===== src/rtl/pcd_pkg.sv =====
// Package: constants, types and register map of the clock mode divider
package pcd_pkg;

  // ==========================================================
  // Register map (byte addresses, one word each)
  localparam logic [3:0] PCD_CTRL_OFS = 4'h0;
  localparam logic [3:0] PCD_STATUS_OFS = 4'h4;

  // ==========================================================
  // Control field positions and reset values
  localparam int PCD_CTRL_DIV_LSB = 0;
  localparam int PCD_CTRL_LEGACY_BIT = 2;
  localparam logic [1:0] PCD_DIV_RESET = 2'h0;
  localparam logic PCD_LEGACY_RESET = 1'b0;

  // ==========================================================
  // Status field positions
  localparam int PCD_ST_LOCKED_BIT = 0;
  localparam int PCD_ST_PRESENT_BIT = 1;
  localparam int PCD_ST_PINS_LSB = 2;
  localparam int PCD_ST_DIV_LSB = 4;
  localparam int PCD_ST_LEGACY_BIT = 6;
  localparam int PCD_ST_STOPPED_BIT = 7;

  // ==========================================================
  // Counts
  localparam logic [7:0] PCD_LOCK_LAST = 8'hff;
  localparam logic [15:0] PCD_NOCLK_LIMIT = 16'hffff;
  localparam logic [4:0] PCD_PLL_MULT2 = 5'h0a;
  localparam logic [4:0] PCD_REDUCED_TICKS = 5'h10;
  localparam logic [4:0] PCD_FULL_TICKS = 5'h01;

  // ==========================================================
  // Clock mode pin patterns {select_a, select_b}
  localparam logic [1:0] PCD_PINS_STATIC = 2'h0;
  localparam logic [1:0] PCD_PINS_HALF = 2'h1;
  localparam logic [1:0] PCD_PINS_UNITY = 2'h2;
  localparam logic [1:0] PCD_PINS_PLL = 2'h3;

  // ==========================================================
  // Types
  typedef enum logic [1:0] {
    PCD_DIV_FULL = 2'b00,
    PCD_DIV_REDUCED = 2'b01,
    PCD_DIV_STOP = 2'b11
  } pcd_div_type;

  typedef enum logic [1:0] {
    PCD_PLL_OFF = 2'b00,
    PCD_PLL_ACQUIRE = 2'b01,
    PCD_PLL_LOCKED = 2'b11
  } pcd_pll_type;

  typedef struct packed {
    logic legacy;
    pcd_div_type divMode;
  } pcd_ctrl_type;

endpackage


===== src/rtl/pcd_clock_ctrl.sv =====
// Clock mode decode, reference combine, multiplier model and divider
//
// The placing of the registers and the Avalon-MM register port were chosen for this implementation.
`timescale 1ns/1ps
`default_nettype none

// ==========================================================
// Pin synchroniser: three stages, change accepted when two agree
module pcd_pin_sync #(
  parameter int WIDTH = 1
) (
  // Clock and reset
  input wire logic clk,
  input wire logic rstSync_n,
  // Data
  input wire logic [WIDTH-1:0] pinIn,
  output logic [WIDTH-1:0] pinOut
);
  logic [WIDTH-1:0] s1;
  logic [WIDTH-1:0] s2;
  logic [WIDTH-1:0] s3;

  always_ff @(posedge clk or negedge rstSync_n) begin
    if (!rstSync_n) begin
      s1 <= '0;
      s2 <= '0;
      s3 <= '0;
    end else begin
      s1 <= pinIn;
      s2 <= s1;
      s3 <= s2;
    end
  end

  // Filtered value only follows once stages two and three agree
  always_ff @(posedge clk or negedge rstSync_n) begin
    if (!rstSync_n) begin
      pinOut <= '0;
    end else begin
      for (int i = 0; i < WIDTH; i++) begin
        if (s2[i] == s3[i]) begin
          pinOut[i] <= s3[i];
        end
      end
    end
  end
endmodule

// ==========================================================
// Top
module pcd_clock_ctrl
  import pcd_pkg::*;
(
  // Clock and reset
  input wire logic mclk,
  input wire logic rst_n,
  // Avalon-MM slave
  input wire logic [3:0] address,
  input wire logic read,
  input wire logic write,
  input wire logic [3:0] byteenable,
  input wire logic [31:0] writedata,
  output logic [31:0] readdata,
  output logic waitrequest,
  // Clock pins
  input wire logic clock_mode_select_a,
  input wire logic clock_mode_select_b,
  input wire logic external_reference_clock,
  input wire logic crystal_input,
  output logic crystal_drive_output,
  output logic pll_power_on,
  // Device reset and interrupt pins
  input wire logic deviceReset_n,
  input wire logic [3:0] interruptPin_n,
  // Phase clocks
  output logic output_phase_clock_a,
  output logic output_phase_clock_b
);

  // ==========================================================
  // Reset release
  logic rstMeta;
  logic rstSync_n;

  always_ff @(posedge mclk or negedge rst_n) begin
    if (!rst_n) begin
      rstMeta <= 1'b0;
      rstSync_n <= 1'b0;
    end else begin
      rstMeta <= 1'b1;
      rstSync_n <= rstMeta;
    end
  end

  // ==========================================================
  // Pin inputs
  logic [8:0] pinsRaw;
  logic [8:0] pinsF;
  logic [1:0] modePins;
  logic refClk;
  logic xtalF;
  logic devRst_n;
  logic [3:0] intF_n;

  assign pinsRaw = {interruptPin_n, deviceReset_n, crystal_input,
                    external_reference_clock, clock_mode_select_a,
                    clock_mode_select_b};

  pcd_pin_sync #(.WIDTH(9)) pinSync (
    .clk(mclk),
    .rstSync_n(rstSync_n),
    .pinIn(pinsRaw),
    .pinOut(pinsF)
  );

  assign modePins = {pinsF[1], pinsF[0]};
  assign xtalF = pinsF[3];
  assign refClk = pinsF[2] ^ pinsF[3];
  assign devRst_n = pinsF[4];
  assign intF_n = pinsF[8:5];

  // ==========================================================
  // Edge detection on the combined reference and device reset
  logic refLast;
  logic devRstLast;
  logic refRise;
  logic refFall;
  logic resetFall;

  always_ff @(posedge mclk or negedge rstSync_n) begin
    if (!rstSync_n) begin
      refLast <= 1'b0;
      // Filtered pin reads low after reset, so no false fall follows
      devRstLast <= 1'b0;
    end else begin
      refLast <= refClk;
      devRstLast <= devRst_n;
    end
  end

  assign refRise = refClk & ~refLast;
  assign refFall = ~refClk & refLast;
  assign resetFall = devRstLast & ~devRst_n;

  // ==========================================================
  // Oscillator feedback and PLL power
  always_ff @(posedge mclk or negedge rstSync_n) begin
    if (!rstSync_n) begin
      crystal_drive_output <= 1'b0;
      pll_power_on <= 1'b0;
    end else begin
      crystal_drive_output <= (modePins != PCD_PINS_STATIC) & ~xtalF;
      pll_power_on <= (modePins == PCD_PINS_PLL);
    end
  end

  // ==========================================================
  // Reference period tracking; saturation means no input clock
  logic [15:0] periodCnt;
  logic [15:0] period;
  logic refPresent;

  always_ff @(posedge mclk or negedge rstSync_n) begin
    if (!rstSync_n) begin
      periodCnt <= '0;
      period <= PCD_NOCLK_LIMIT;
    end else if (refRise) begin
      periodCnt <= '0;
      period <= periodCnt + 16'h0001;
    end else if (periodCnt != PCD_NOCLK_LIMIT) begin
      periodCnt <= periodCnt + 16'h0001;
    end
  end

  assign refPresent = (periodCnt != PCD_NOCLK_LIMIT);

  // ==========================================================
  // Multiplier model: ten half-period ticks per reference period
  logic [16:0] phaseAcc;
  logic [16:0] next_phaseAcc;
  logic pllTick;

  always_comb begin
    next_phaseAcc = phaseAcc + {12'h000, PCD_PLL_MULT2};
    pllTick = 1'b0;
    if (next_phaseAcc >= {1'b0, period}) begin
      next_phaseAcc = next_phaseAcc - {1'b0, period};
      pllTick = 1'b1;
    end
  end

  // Reference rising edges realign the accumulator so the output tracks
  always_ff @(posedge mclk or negedge rstSync_n) begin
    if (!rstSync_n) begin
      phaseAcc <= '0;
    end else if (refRise || modePins != PCD_PINS_PLL) begin
      phaseAcc <= '0;
    end else begin
      phaseAcc <= next_phaseAcc;
    end
  end

  // ==========================================================
  // Lock counter and PLL state; lock stays until the reference is lost in PLL mode
  logic [7:0] lockCnt;
  pcd_pll_type pllState;

  always_ff @(posedge mclk or negedge rstSync_n) begin
    if (!rstSync_n) begin
      lockCnt <= '0;
      pllState <= PCD_PLL_OFF;
    end else if (modePins != PCD_PINS_PLL) begin
      // PCD_PLL_LOCKED state is kept once gained, so later starts skip acquire
      if (pllState != PCD_PLL_LOCKED) begin
        pllState <= PCD_PLL_OFF;
      end
    end else begin
      unique case (pllState)
        PCD_PLL_OFF: begin
          pllState <= PCD_PLL_ACQUIRE;
        end
        PCD_PLL_ACQUIRE: begin
          if (refRise && devRst_n && refPresent) begin
            if (lockCnt == PCD_LOCK_LAST) begin
              pllState <= PCD_PLL_LOCKED;
            end
            lockCnt <= lockCnt + 8'h01;
          end
        end
        PCD_PLL_LOCKED: begin
          if (!refPresent) begin
            pllState <= PCD_PLL_ACQUIRE;
          end
        end
        default: begin
          pllState <= PCD_PLL_OFF;
        end
      endcase
    end
  end

  // ==========================================================
  // Control register
  pcd_ctrl_type ctrl;
  logic ack;
  logic wrHit;

  assign wrHit = write & ack & (address == PCD_CTRL_OFS) & byteenable[0];

  // Wake-up wins over a software write in the same cycle
  always_ff @(posedge mclk or negedge rstSync_n) begin
    if (!rstSync_n) begin
      ctrl.divMode <= pcd_div_type'(PCD_DIV_RESET);
      ctrl.legacy <= PCD_LEGACY_RESET;
    end else if (ctrl.divMode == PCD_DIV_STOP &&
                 (!devRst_n || intF_n != 4'hf)) begin
      ctrl.divMode <= PCD_DIV_FULL;
    end else if (resetFall) begin
      ctrl.divMode <= PCD_DIV_FULL;
    end else if (wrHit) begin
      ctrl.legacy <= writedata[PCD_CTRL_LEGACY_BIT];
      unique case (writedata[PCD_CTRL_DIV_LSB +: 2])
        2'b01: ctrl.divMode <= PCD_DIV_REDUCED;
        2'b11: ctrl.divMode <= PCD_DIV_STOP;
        default: ctrl.divMode <= PCD_DIV_FULL;
      endcase
    end
  end

  // ==========================================================
  // Source tick selection per mode pins
  logic pllSel;
  logic srcTick;

  always_comb begin
    unique case (modePins)
      PCD_PINS_HALF: srcTick = refRise;
      PCD_PINS_PLL: srcTick = pllSel ? pllTick : refRise;
      default: srcTick = refRise | refFall;
    endcase
  end

  // ==========================================================
  // Divider; settings are taken only at a low-phase boundary
  logic coreClk;
  logic [5:0] tickCnt;
  logic [5:0] divTicks;
  pcd_ctrl_type active;
  logic boundary;

  assign boundary = ~coreClk & (tickCnt == 6'h00);

  // One spare bit so reduced rate in legacy mode still counts 32 ticks
  always_comb begin
    divTicks = (active.divMode == PCD_DIV_REDUCED) ?
               {1'b0, PCD_REDUCED_TICKS} : {1'b0, PCD_FULL_TICKS};
    if (active.legacy) begin
      divTicks = {divTicks[4:0], 1'b0};
    end
  end

  always_ff @(posedge mclk or negedge rstSync_n) begin
    if (!rstSync_n) begin
      active <= '0;
      pllSel <= 1'b0;
    end else if (boundary) begin
      active <= ctrl;
      pllSel <= (pllState == PCD_PLL_LOCKED);
    end
  end

  // Reset falling restarts the count against the present phase
  always_ff @(posedge mclk or negedge rstSync_n) begin
    if (!rstSync_n) begin
      tickCnt <= '0;
      coreClk <= 1'b0;
    end else if (resetFall) begin
      tickCnt <= '0;
    end else if (boundary && active.divMode == PCD_DIV_STOP) begin
      tickCnt <= '0;
    end else if (srcTick) begin
      if (tickCnt == divTicks - 6'h01) begin
        tickCnt <= '0;
        coreClk <= ~coreClk;
      end else begin
        tickCnt <= tickCnt + 6'h01;
      end
    end
  end

  always_ff @(posedge mclk or negedge rstSync_n) begin
    if (!rstSync_n) begin
      output_phase_clock_a <= 1'b0;
      output_phase_clock_b <= 1'b1;
    end else begin
      output_phase_clock_a <= coreClk;
      output_phase_clock_b <= ~coreClk;
    end
  end

  // ==========================================================
  // Bus slave: one wait state on every access
  logic [31:0] next_readdata;

  assign waitrequest = (read | write) & ~ack;

  always_comb begin
    next_readdata = '0;
    unique case (address)
      PCD_CTRL_OFS: begin
        next_readdata[PCD_CTRL_DIV_LSB +: 2] = ctrl.divMode;
        next_readdata[PCD_CTRL_LEGACY_BIT] = ctrl.legacy;
      end
      PCD_STATUS_OFS: begin
        next_readdata[PCD_ST_LOCKED_BIT] = (pllState == PCD_PLL_LOCKED);
        next_readdata[PCD_ST_PRESENT_BIT] = refPresent;
        next_readdata[PCD_ST_PINS_LSB +: 2] = modePins;
        next_readdata[PCD_ST_DIV_LSB +: 2] = active.divMode;
        next_readdata[PCD_ST_LEGACY_BIT] = active.legacy;
        next_readdata[PCD_ST_STOPPED_BIT] =
          (active.divMode == PCD_DIV_STOP) & boundary;
      end
      default: next_readdata = '0;
    endcase
  end

  always_ff @(posedge mclk or negedge rstSync_n) begin
    if (!rstSync_n) begin
      ack <= 1'b0;
      readdata <= '0;
    end else begin
      ack <= (read | write) & ~ack;
      if (read && !ack) begin
        readdata <= next_readdata;
      end
    end
  end

endmodule

`default_nettype wire


===== config.mk =====
export PLATFORM = sky130hd
export DESIGN_NAME = pcd_clock_ctrl
export DESIGN_NICKNAME = d
export VERILOG_FILES = /design/src/rtl/pcd_pkg.sv /design/src/rtl/pcd_clock_ctrl.sv
export SDC_FILE = /design/constraint.sdc
export NUM_CORES = 1
export LEC_CHECK = 0
export ABC_AREA = 0
export BUFFER_PORTS_ARGS = -buffer_cell sky130_fd_sc_hd__buf_4
export CAP_MARGIN = 20
export CORE_MARGIN = 2
export CORE_UTILIZATION = 52
export DETAILED_ROUTE_END_ITERATION = 7
export HOLD_SLACK_MARGIN = 0.12
export PLACE_DENSITY_LB_ADDON = 0.08
export SETUP_SLACK_MARGIN = 0.05
export SLEW_MARGIN = 20
export SYNTH_ARGS = -nofsm -noshare
export SYNTH_HDL_FRONTEND = slang
export SYNTH_SLANG_ARGS = --single-unit

===== constraint.sdc =====
create_clock -name mclk -period 3.44 [get_ports mclk]
set_clock_uncertainty 0.05 [all_clocks]
set_input_delay 0 -clock mclk [delete_from_list [all_inputs] [get_ports mclk]]
set_output_delay 0 -clock mclk [all_outputs]
set_load 0.01 [all_outputs]

# Word-level counts from Yosys, hierarchy flattened
# Cells that the tools add are included.
[word_totals] reg_bits=126 inputBits=53 output_inout_bits=37 elab_cells=138
[op_classes] addsub=6 n_lt_le_gt_ge=1 eq_ne=29 muxes=25 n_bitwise=23 n_reduce_logical=20
[op_table] cell="two-way mux 17 bit" n=2
[op_table] cell="two-way mux 16 bit" n=2
[op_table] cell="two-way mux 6 bit" n=5
[op_table] cell="adder 17 x 4 -> 17 bit, second input constant" n=1
[op_table] cell="greater-or-equal comparator 17 x 16 -> 1 bit" n=1
[op_table] cell="subtractor 17 x 16 -> 17 bit" n=1
[op_table] cell="adder 16 x 1 -> 16 bit, second input constant" n=1
[op_table] cell="two-way mux 2 bit" n=8
[op_table] cell="inequality test 16 bit, second input constant" n=1
[op_table] cell="AND 1 bit" n=10
[op_table] cell="== test 2 bit, second input constant" n=5
[op_table] cell="two-way mux 5 bit" n=2
[op_table] cell="NOT 1 bit" n=10
[op_table] cell="== test 1 bit" n=9
[op_table] cell="inequality test 3 bit, second input constant" n=3
[op_table] cell="adder 8 x 1 -> 8 bit, second input constant" n=1
[op_table] cell="== test 2 x 1 -> 1 bit, second input constant" n=4
[op_table] cell="== test 8 bit, second input constant" n=1
[op_table] cell="AND reduction 4 bit" n=2
[op_table] cell="adder 6 x 1 -> 6 bit, second input constant" n=1
[op_table] cell="== test 6 bit" n=1
[op_table] cell="zero test 6 bit" n=1
[op_table] cell="case mux 2 bit (3 select lines)" n=1
[op_table] cell="case mux 3 bit (2 select lines)" n=1
[op_table] cell="18 further kinds" n=30

# Longest topological paths before layout
[depth] ltp_word=9 depth_mapped=17 ltp_nobuf=14

# Cells and area by module
# From an unflattened synthesis, not the netlist that was laid out.
[hier_totals] cells_unflattened=606 hier_area_um2=6307.3
[by_module_without_submodules] mod="pcd_clock_ctrl" n_inst=1 cells_each=561 area_each_um2=5305.1 seq_area_each_um2=2273.4
[by_module_without_submodules] mod="pcd_pin_sync" n_inst=1 cells_each=45 area_each_um2=1002.2 seq_area_each_um2=900.9

# Worst setup path before layout
# Ideal clock, no wire load.
[synth_path] path_kind="reg-to-reg" from="reg phaseAcc[1]" to="reg phaseAcc[10]" setup_ps=132 arrival_ps=3009 required_ps=3258 setup_slack_ps=249 path_stages_with_launch=17 path_buffers=2 synth_period_minus_slack_ps=3191 path_cell_list="dfrtp_1 ha_1 o21ai_0 nor2_1 and2_1 nand3_1 xnor2_1 ha_1 and2_1 a211o_1 o211ai_2 nand3_2 or2_1 buf_2 buf_6 mux2i_1 nor2_1"
[synth_between] elab_chain_cells=4 elab_cells_between_ends=5 classes_between="add/sub: 2; order compare: 1; mux: 2"
[synth_lines] item="start, declared" line_no="pcd_clock_ctrl.sv:179" rtl="logic [16:0] phaseAcc;"
[synth_lines] item="start signal, assigned" line_no="pcd_clock_ctrl.sv:199" rtl="phaseAcc <= next_phaseAcc;"
[synth_lines] item="adder 17 x 4 -> 17 bit (*)" line_no="pcd_clock_ctrl.sv:184" rtl="next_phaseAcc = phaseAcc + {12'h000, PCD_PLL_MULT2};"
[synth_lines] item="subtractor 17 x 16 -> 17 bit or greater-or-equal comparator 17 x 16 -> 1 bit (tied branches)" line_no="pcd_clock_ctrl.sv:187, pcd_clock_ctrl.sv:186"
[synth_lines] item="two-way mux 17 bit (*)" line_no="pcd_clock_ctrl.sv:186" rtl="if (next_phaseAcc >= {1'b0, period}) begin"
[synth_lines] item="two-way mux 17 bit (*)" line_no="pcd_clock_ctrl.sv:196" rtl="end else if (refRise || modePins != PCD_PINS_PLL) begin"
# Every way passes the cells marked *; elsewhere a longest branch is shown, timed or not.
# A chain may end at the register's enable or synchronous reset.

# Final worst setup path
[layout_path] from="reg phaseAcc[2]" to="reg tickCnt[3]"
[layout_between] elab_chain_cells=6
[layout_lines] item="adder 17 x 4 -> 17 bit" line_no="pcd_clock_ctrl.sv:184"
[layout_lines] item="greater-or-equal comparator 17 x 16 -> 1 bit" line_no="pcd_clock_ctrl.sv:186"
[layout_lines] item="two-way mux 1 bit" line_no="pcd_clock_ctrl.sv:186"
[layout_lines] item="two-way mux 1 bit" line_no="pcd_clock_ctrl.sv:278" rtl="PCD_PINS_PLL: srcTick = pllSel ? pllTick : refRise;"
[layout_lines] item="case mux 1 bit (2 select lines)" line_no="pcd_clock_ctrl.sv:276" rtl="unique case (modePins)"
[layout_lines] item="nonzero test 3 bit (no source line)"
[layout_lines] item="end signal, assigned" line_no="pcd_clock_ctrl.sv:326" rtl="tickCnt <= tickCnt + 6'h01;"
[layout_lines] item="end, declared" line_no="pcd_clock_ctrl.sv:286" rtl="logic [5:0] tickCnt;"
# No other way between the ends.

==> flow_metrics.env <==
export IMPL_cp_common_cell="nand4_1"
export IMPL_routed_top_layer="met4"
export IMPL_gp_congestion=0.869
export IMPL_arrival_ns=3.48
export IMPL_start_util_pct=53.1
export IMPL_grt_pass1_vias=4370
export IMPL_drc=0
export IMPL_num_vias=4555
export IMPL_period_share_pct=92.9
export IMPL_ctsHtreeMaxLevel=4
export IMPL_drv_slew=0
export IMPL_drt_iter0_drc=226
export IMPL_avgSynthCellArea_um2=10.3
export IMPL_ys_async_sr_fraction_pct=100
export IMPL_worst_slew_pin_transition_ns=0.687
export IMPL_cts_tree="done"
export IMPL_grt_max_degree=54
export IMPL_yosys_register_bits=126
export IMPL_clk_latency_ns=0.42
export IMPL_fin_setup_tns_ns=0
export IMPL_die_h_um=115
export IMPL_min_path_type="input port to register"
export IMPL_n_fill_cell=951
export IMPL_dp_cells=794
export IMPL_period_minus_slack_ns=3.20
export IMPL_outcome="finished, final reports clean"
export IMPL_dieArea_mm2=0.0131
export IMPL_firstDrtPassIters=5
export IMPL_crit_fanout=6
export IMPL_synth_edff_count=0
export IMPL_die_w_um=115
export IMPL_critical_path_class="register to register"
export IMPL_io_buffers=33
export IMPL_post_drt_wl_per_cell_um=14.5
export IMPL_drive_gt1_share_pct=19.6
export IMPL_clkTransAtPathRegs_ns=0.06
export IMPL_synthDominantCellAreaShare_pct=42.9
export IMPL_clkSinkCount=126
export IMPL_met2_length_um=5790
export IMPL_finalSetupViolations=0
export IMPL_fin_hold_ws_ns=0.168
export IMPL_cp_end_kind="register"
export IMPL_yosys_top_cells_area="dfrtp_1 (43%), dfstp_2 (7.0%), xnor2_1 (4.7%), ha_1 (4.5%), a21oi_1 (3.9%)"
export IMPL_cpPeakStageDelay_ns=0.51
export IMPL_leakagePower_nw=3.48
export IMPL_syn_area_mm2=0.00635
export IMPL_placed_area_mm2=0.00674
export IMPL_cp_start_kind="register"
export IMPL_synth_cell_types=63
export IMPL_rsz0062_at_grt="false"
export IMPL_wl_met3_um=350
export IMPL_yosysWarnings=0
export IMPL_ir_drop_v=0.000465
export IMPL_grt_pass1_wl_um=20700
export IMPL_hold_viol_final=0
export IMPL_grt_overflow_total=0
export IMPL_clock_path_buffers=2
export IMPL_cp_slowest_cell="or4_1"
export IMPL_grt_antenna_before_repair=0
export IMPL_relSlewSlack_pct=54.2
export IMPL_grt_usage_pct=20.4
export IMPL_cts_root_buffer="clkbuf_16"
export IMPL_clock_fmax_ghz=0.313
export IMPL_yosysTopAreaCell="dfrtp_1"
export IMPL_crit_chain="ha_2 > o21ai_2 > nor2_2 > and2_4 > nand4_1 > xnor2_2 > ha_1 > and4_4 > and3_4 > o311ai_2 > nand4_1 > o21ai_4 > or4_1 > o211ai_1"
export IMPL_nets=772
export IMPL_core_area_mm2=0.0120
export IMPL_place_hpwl_um=8800
export IMPL_io_pins=90
export IMPL_wl_met1_um=6170
export IMPL_synth_flop_cell="dfrtp_1"
export IMPL_syn_to_final_growth_pct=20.7
export IMPL_ys_seq_area_share_pct=50.0
export IMPL_finalNonFillerCells=855
export IMPL_via_per_inst=5.33
export IMPL_powerDensity_mw_per_mm2=652
export IMPL_cts_made_buffers=17
export IMPL_synthCells=615
export IMPL_antenna_cells=0
export IMPL_core_rowCount=40
export IMPL_cap_violations=0
export IMPL_drt_total_wl_um=12400
export IMPL_multiInputGateArea_mm2=0.00296
export IMPL_ant_nets=0
export IMPL_regArea_mm2=0.00318
export IMPL_finalInstanceArea_mm2=0.00767
export IMPL_cp_required_ns=3.72
[logic make-up (layout without fill, tap and decap cells)]
group | Yosys count | after routing | share of synthesized area (%)
simple gates | 201 | 201 | 16.4
flops | 126 | 126 | 50.0
compound gates | 114 | 114 | 11.4
buf+inv | 70 | 140 | 5.83
xor+xnor | 50 | 50 | 6.89
fa+ha+maj | 33 | 33 | 6.26
mux | 19 | 19 | 3.09
other cells | 2 | 25 | 0.118
[worst max-delay path: cells and delay by family (launching register included)]
kind	cells	cell delay [ns]
and+or+nand+nor	7	1.59
adders and majority gates	2	0.56
AOI/OAI and AO/OA	4	0.36
xor gates and xnor gates	1	0.20
DFF	1	0.36
[path summary, 6_finish.rpt]
path,startpoint,endpoint,slack [ns],cells after the start
setup / recovery,phaseAcc[2],tickCnt[3],0.24,14
max in group asynchronous,rstSync_n,pinSync.s2[1],2.06,1
hold / removal,byteenable[0],ctrl[2],0.17,6
setup reg to reg,phaseAcc[2],tickCnt[3],0.24,14
hold reg to reg,pinSync.s1[1],pinSync.s2[1],0.30,0
min in group asynchronous,rstSync_n,lockCnt[5],0.31,0
[synth_stat cells, drive strengths merged (13+ instances only)]
cell / n
nand3: 21
o21ai: 23
a21oi: 52
nand2: 51
nand4: 13
dfrtp: 109
xor2: 16
mux2i: 14
dfstp: 17
nor2: 52
buf: 33
inv: 29
xnor2: 34
ha: 23
[power by group]
| group | switching [mW] | leakage, nW | total, mW | internal, mW |
|---|---|---|---|---|
| clock | 0.712 | 0.284 | 1.75 | 1.04 |
| sequential | 0.149 | 1.59 | 1.89 | 1.74 |
| combinational | 0.763 | 1.61 | 1.36 | 0.597 |
| total | 1.62 | 3.48 | 5.00 | 3.38 |
[through the flow]
step                util, %  setup WS (ns)  total power [mW]
floorplan                 -          0.249              2.90
global placement       56.4         0.0710              3.18
detailed placement     56.4        0.00409              3.21
CTS                    63.3          0.103              5.00
global route           64.1         0.0423              5.30
finish                 64.1          0.244              5.00
[timing repair]
action                     4_1_cts  5_1_grt
hold endpoints to repair        23        0
gates resized for setup          1       16
buffers inserted                 0        5
pin swaps                        0       10
hold buffers                    24        0
setup endpoints to repair       11       23
[metal layers]
layer | global-route usage, % | up-vias
met5 | 0 | -
met4 | 7.56 | 0
met3 | 5.13 | 13
met2 | 30.8 | 78
met1 | 28.4 | 2201
li1 | - | 2263
[cell type report]
cell class / instances / area share [%]
repair buffers: 79 / 8.52
multi-input cells: 442 / 38.6
flip-flops and latches: 126 / 41.4
clock inverters: 14 / 1.89
clock buffers: 18 / 5.73
well taps: 147 / 2.40
inverters: 29 / 1.42
[placed cells by master (no fill, tap or decap), types with 3 or more instances in the layout]
master / count
clkbuf_16: 17
conb_1: 25
maj3_1: 9
nand4_1: 13
and3_1: 8
dfrtp_1: 108
nor3_1: 7
ha_2: 3
mux2i_1: 14
ha_1: 20
a21oi_1: 50
nand3b_1: 4
nand2_1: 51
dlygate4sd3_1: 24
nand2b_1: 8
buf_4: 55
o31ai_1: 3
inv_6: 5
a211oi_1: 6
dfstp_2: 17
o21ai_0: 20
xor2_1: 16
nand3_1: 19
nor2_1: 50
and4_1: 5
nor2b_1: 7
a22o_1: 5
xnor2_1: 31
nor4_1: 3
xnor2_2: 3
inv_1: 29
or3_1: 6
o311ai_0: 4
o21a_1: 4
inv_8: 3
mux2_2: 5
[registers in the layout, summed over array words and instances (netlist names), 3 cells and up]
| signal | cells |
|---|---|
| phaseAcc | 17 |
| tickCnt | 6 |
| readdata | 8 |
| pinSync.s2 | 9 |
| periodCnt | 16 |
| pinSync.s1 | 9 |
| ctrl | 3 |
| period | 16 |
| pinSync.s3 | 9 |
| lockCnt | 8 |
| pinSync.pinOut | 9 |
| active | 3 |
(Power assumes the default switching activity.)
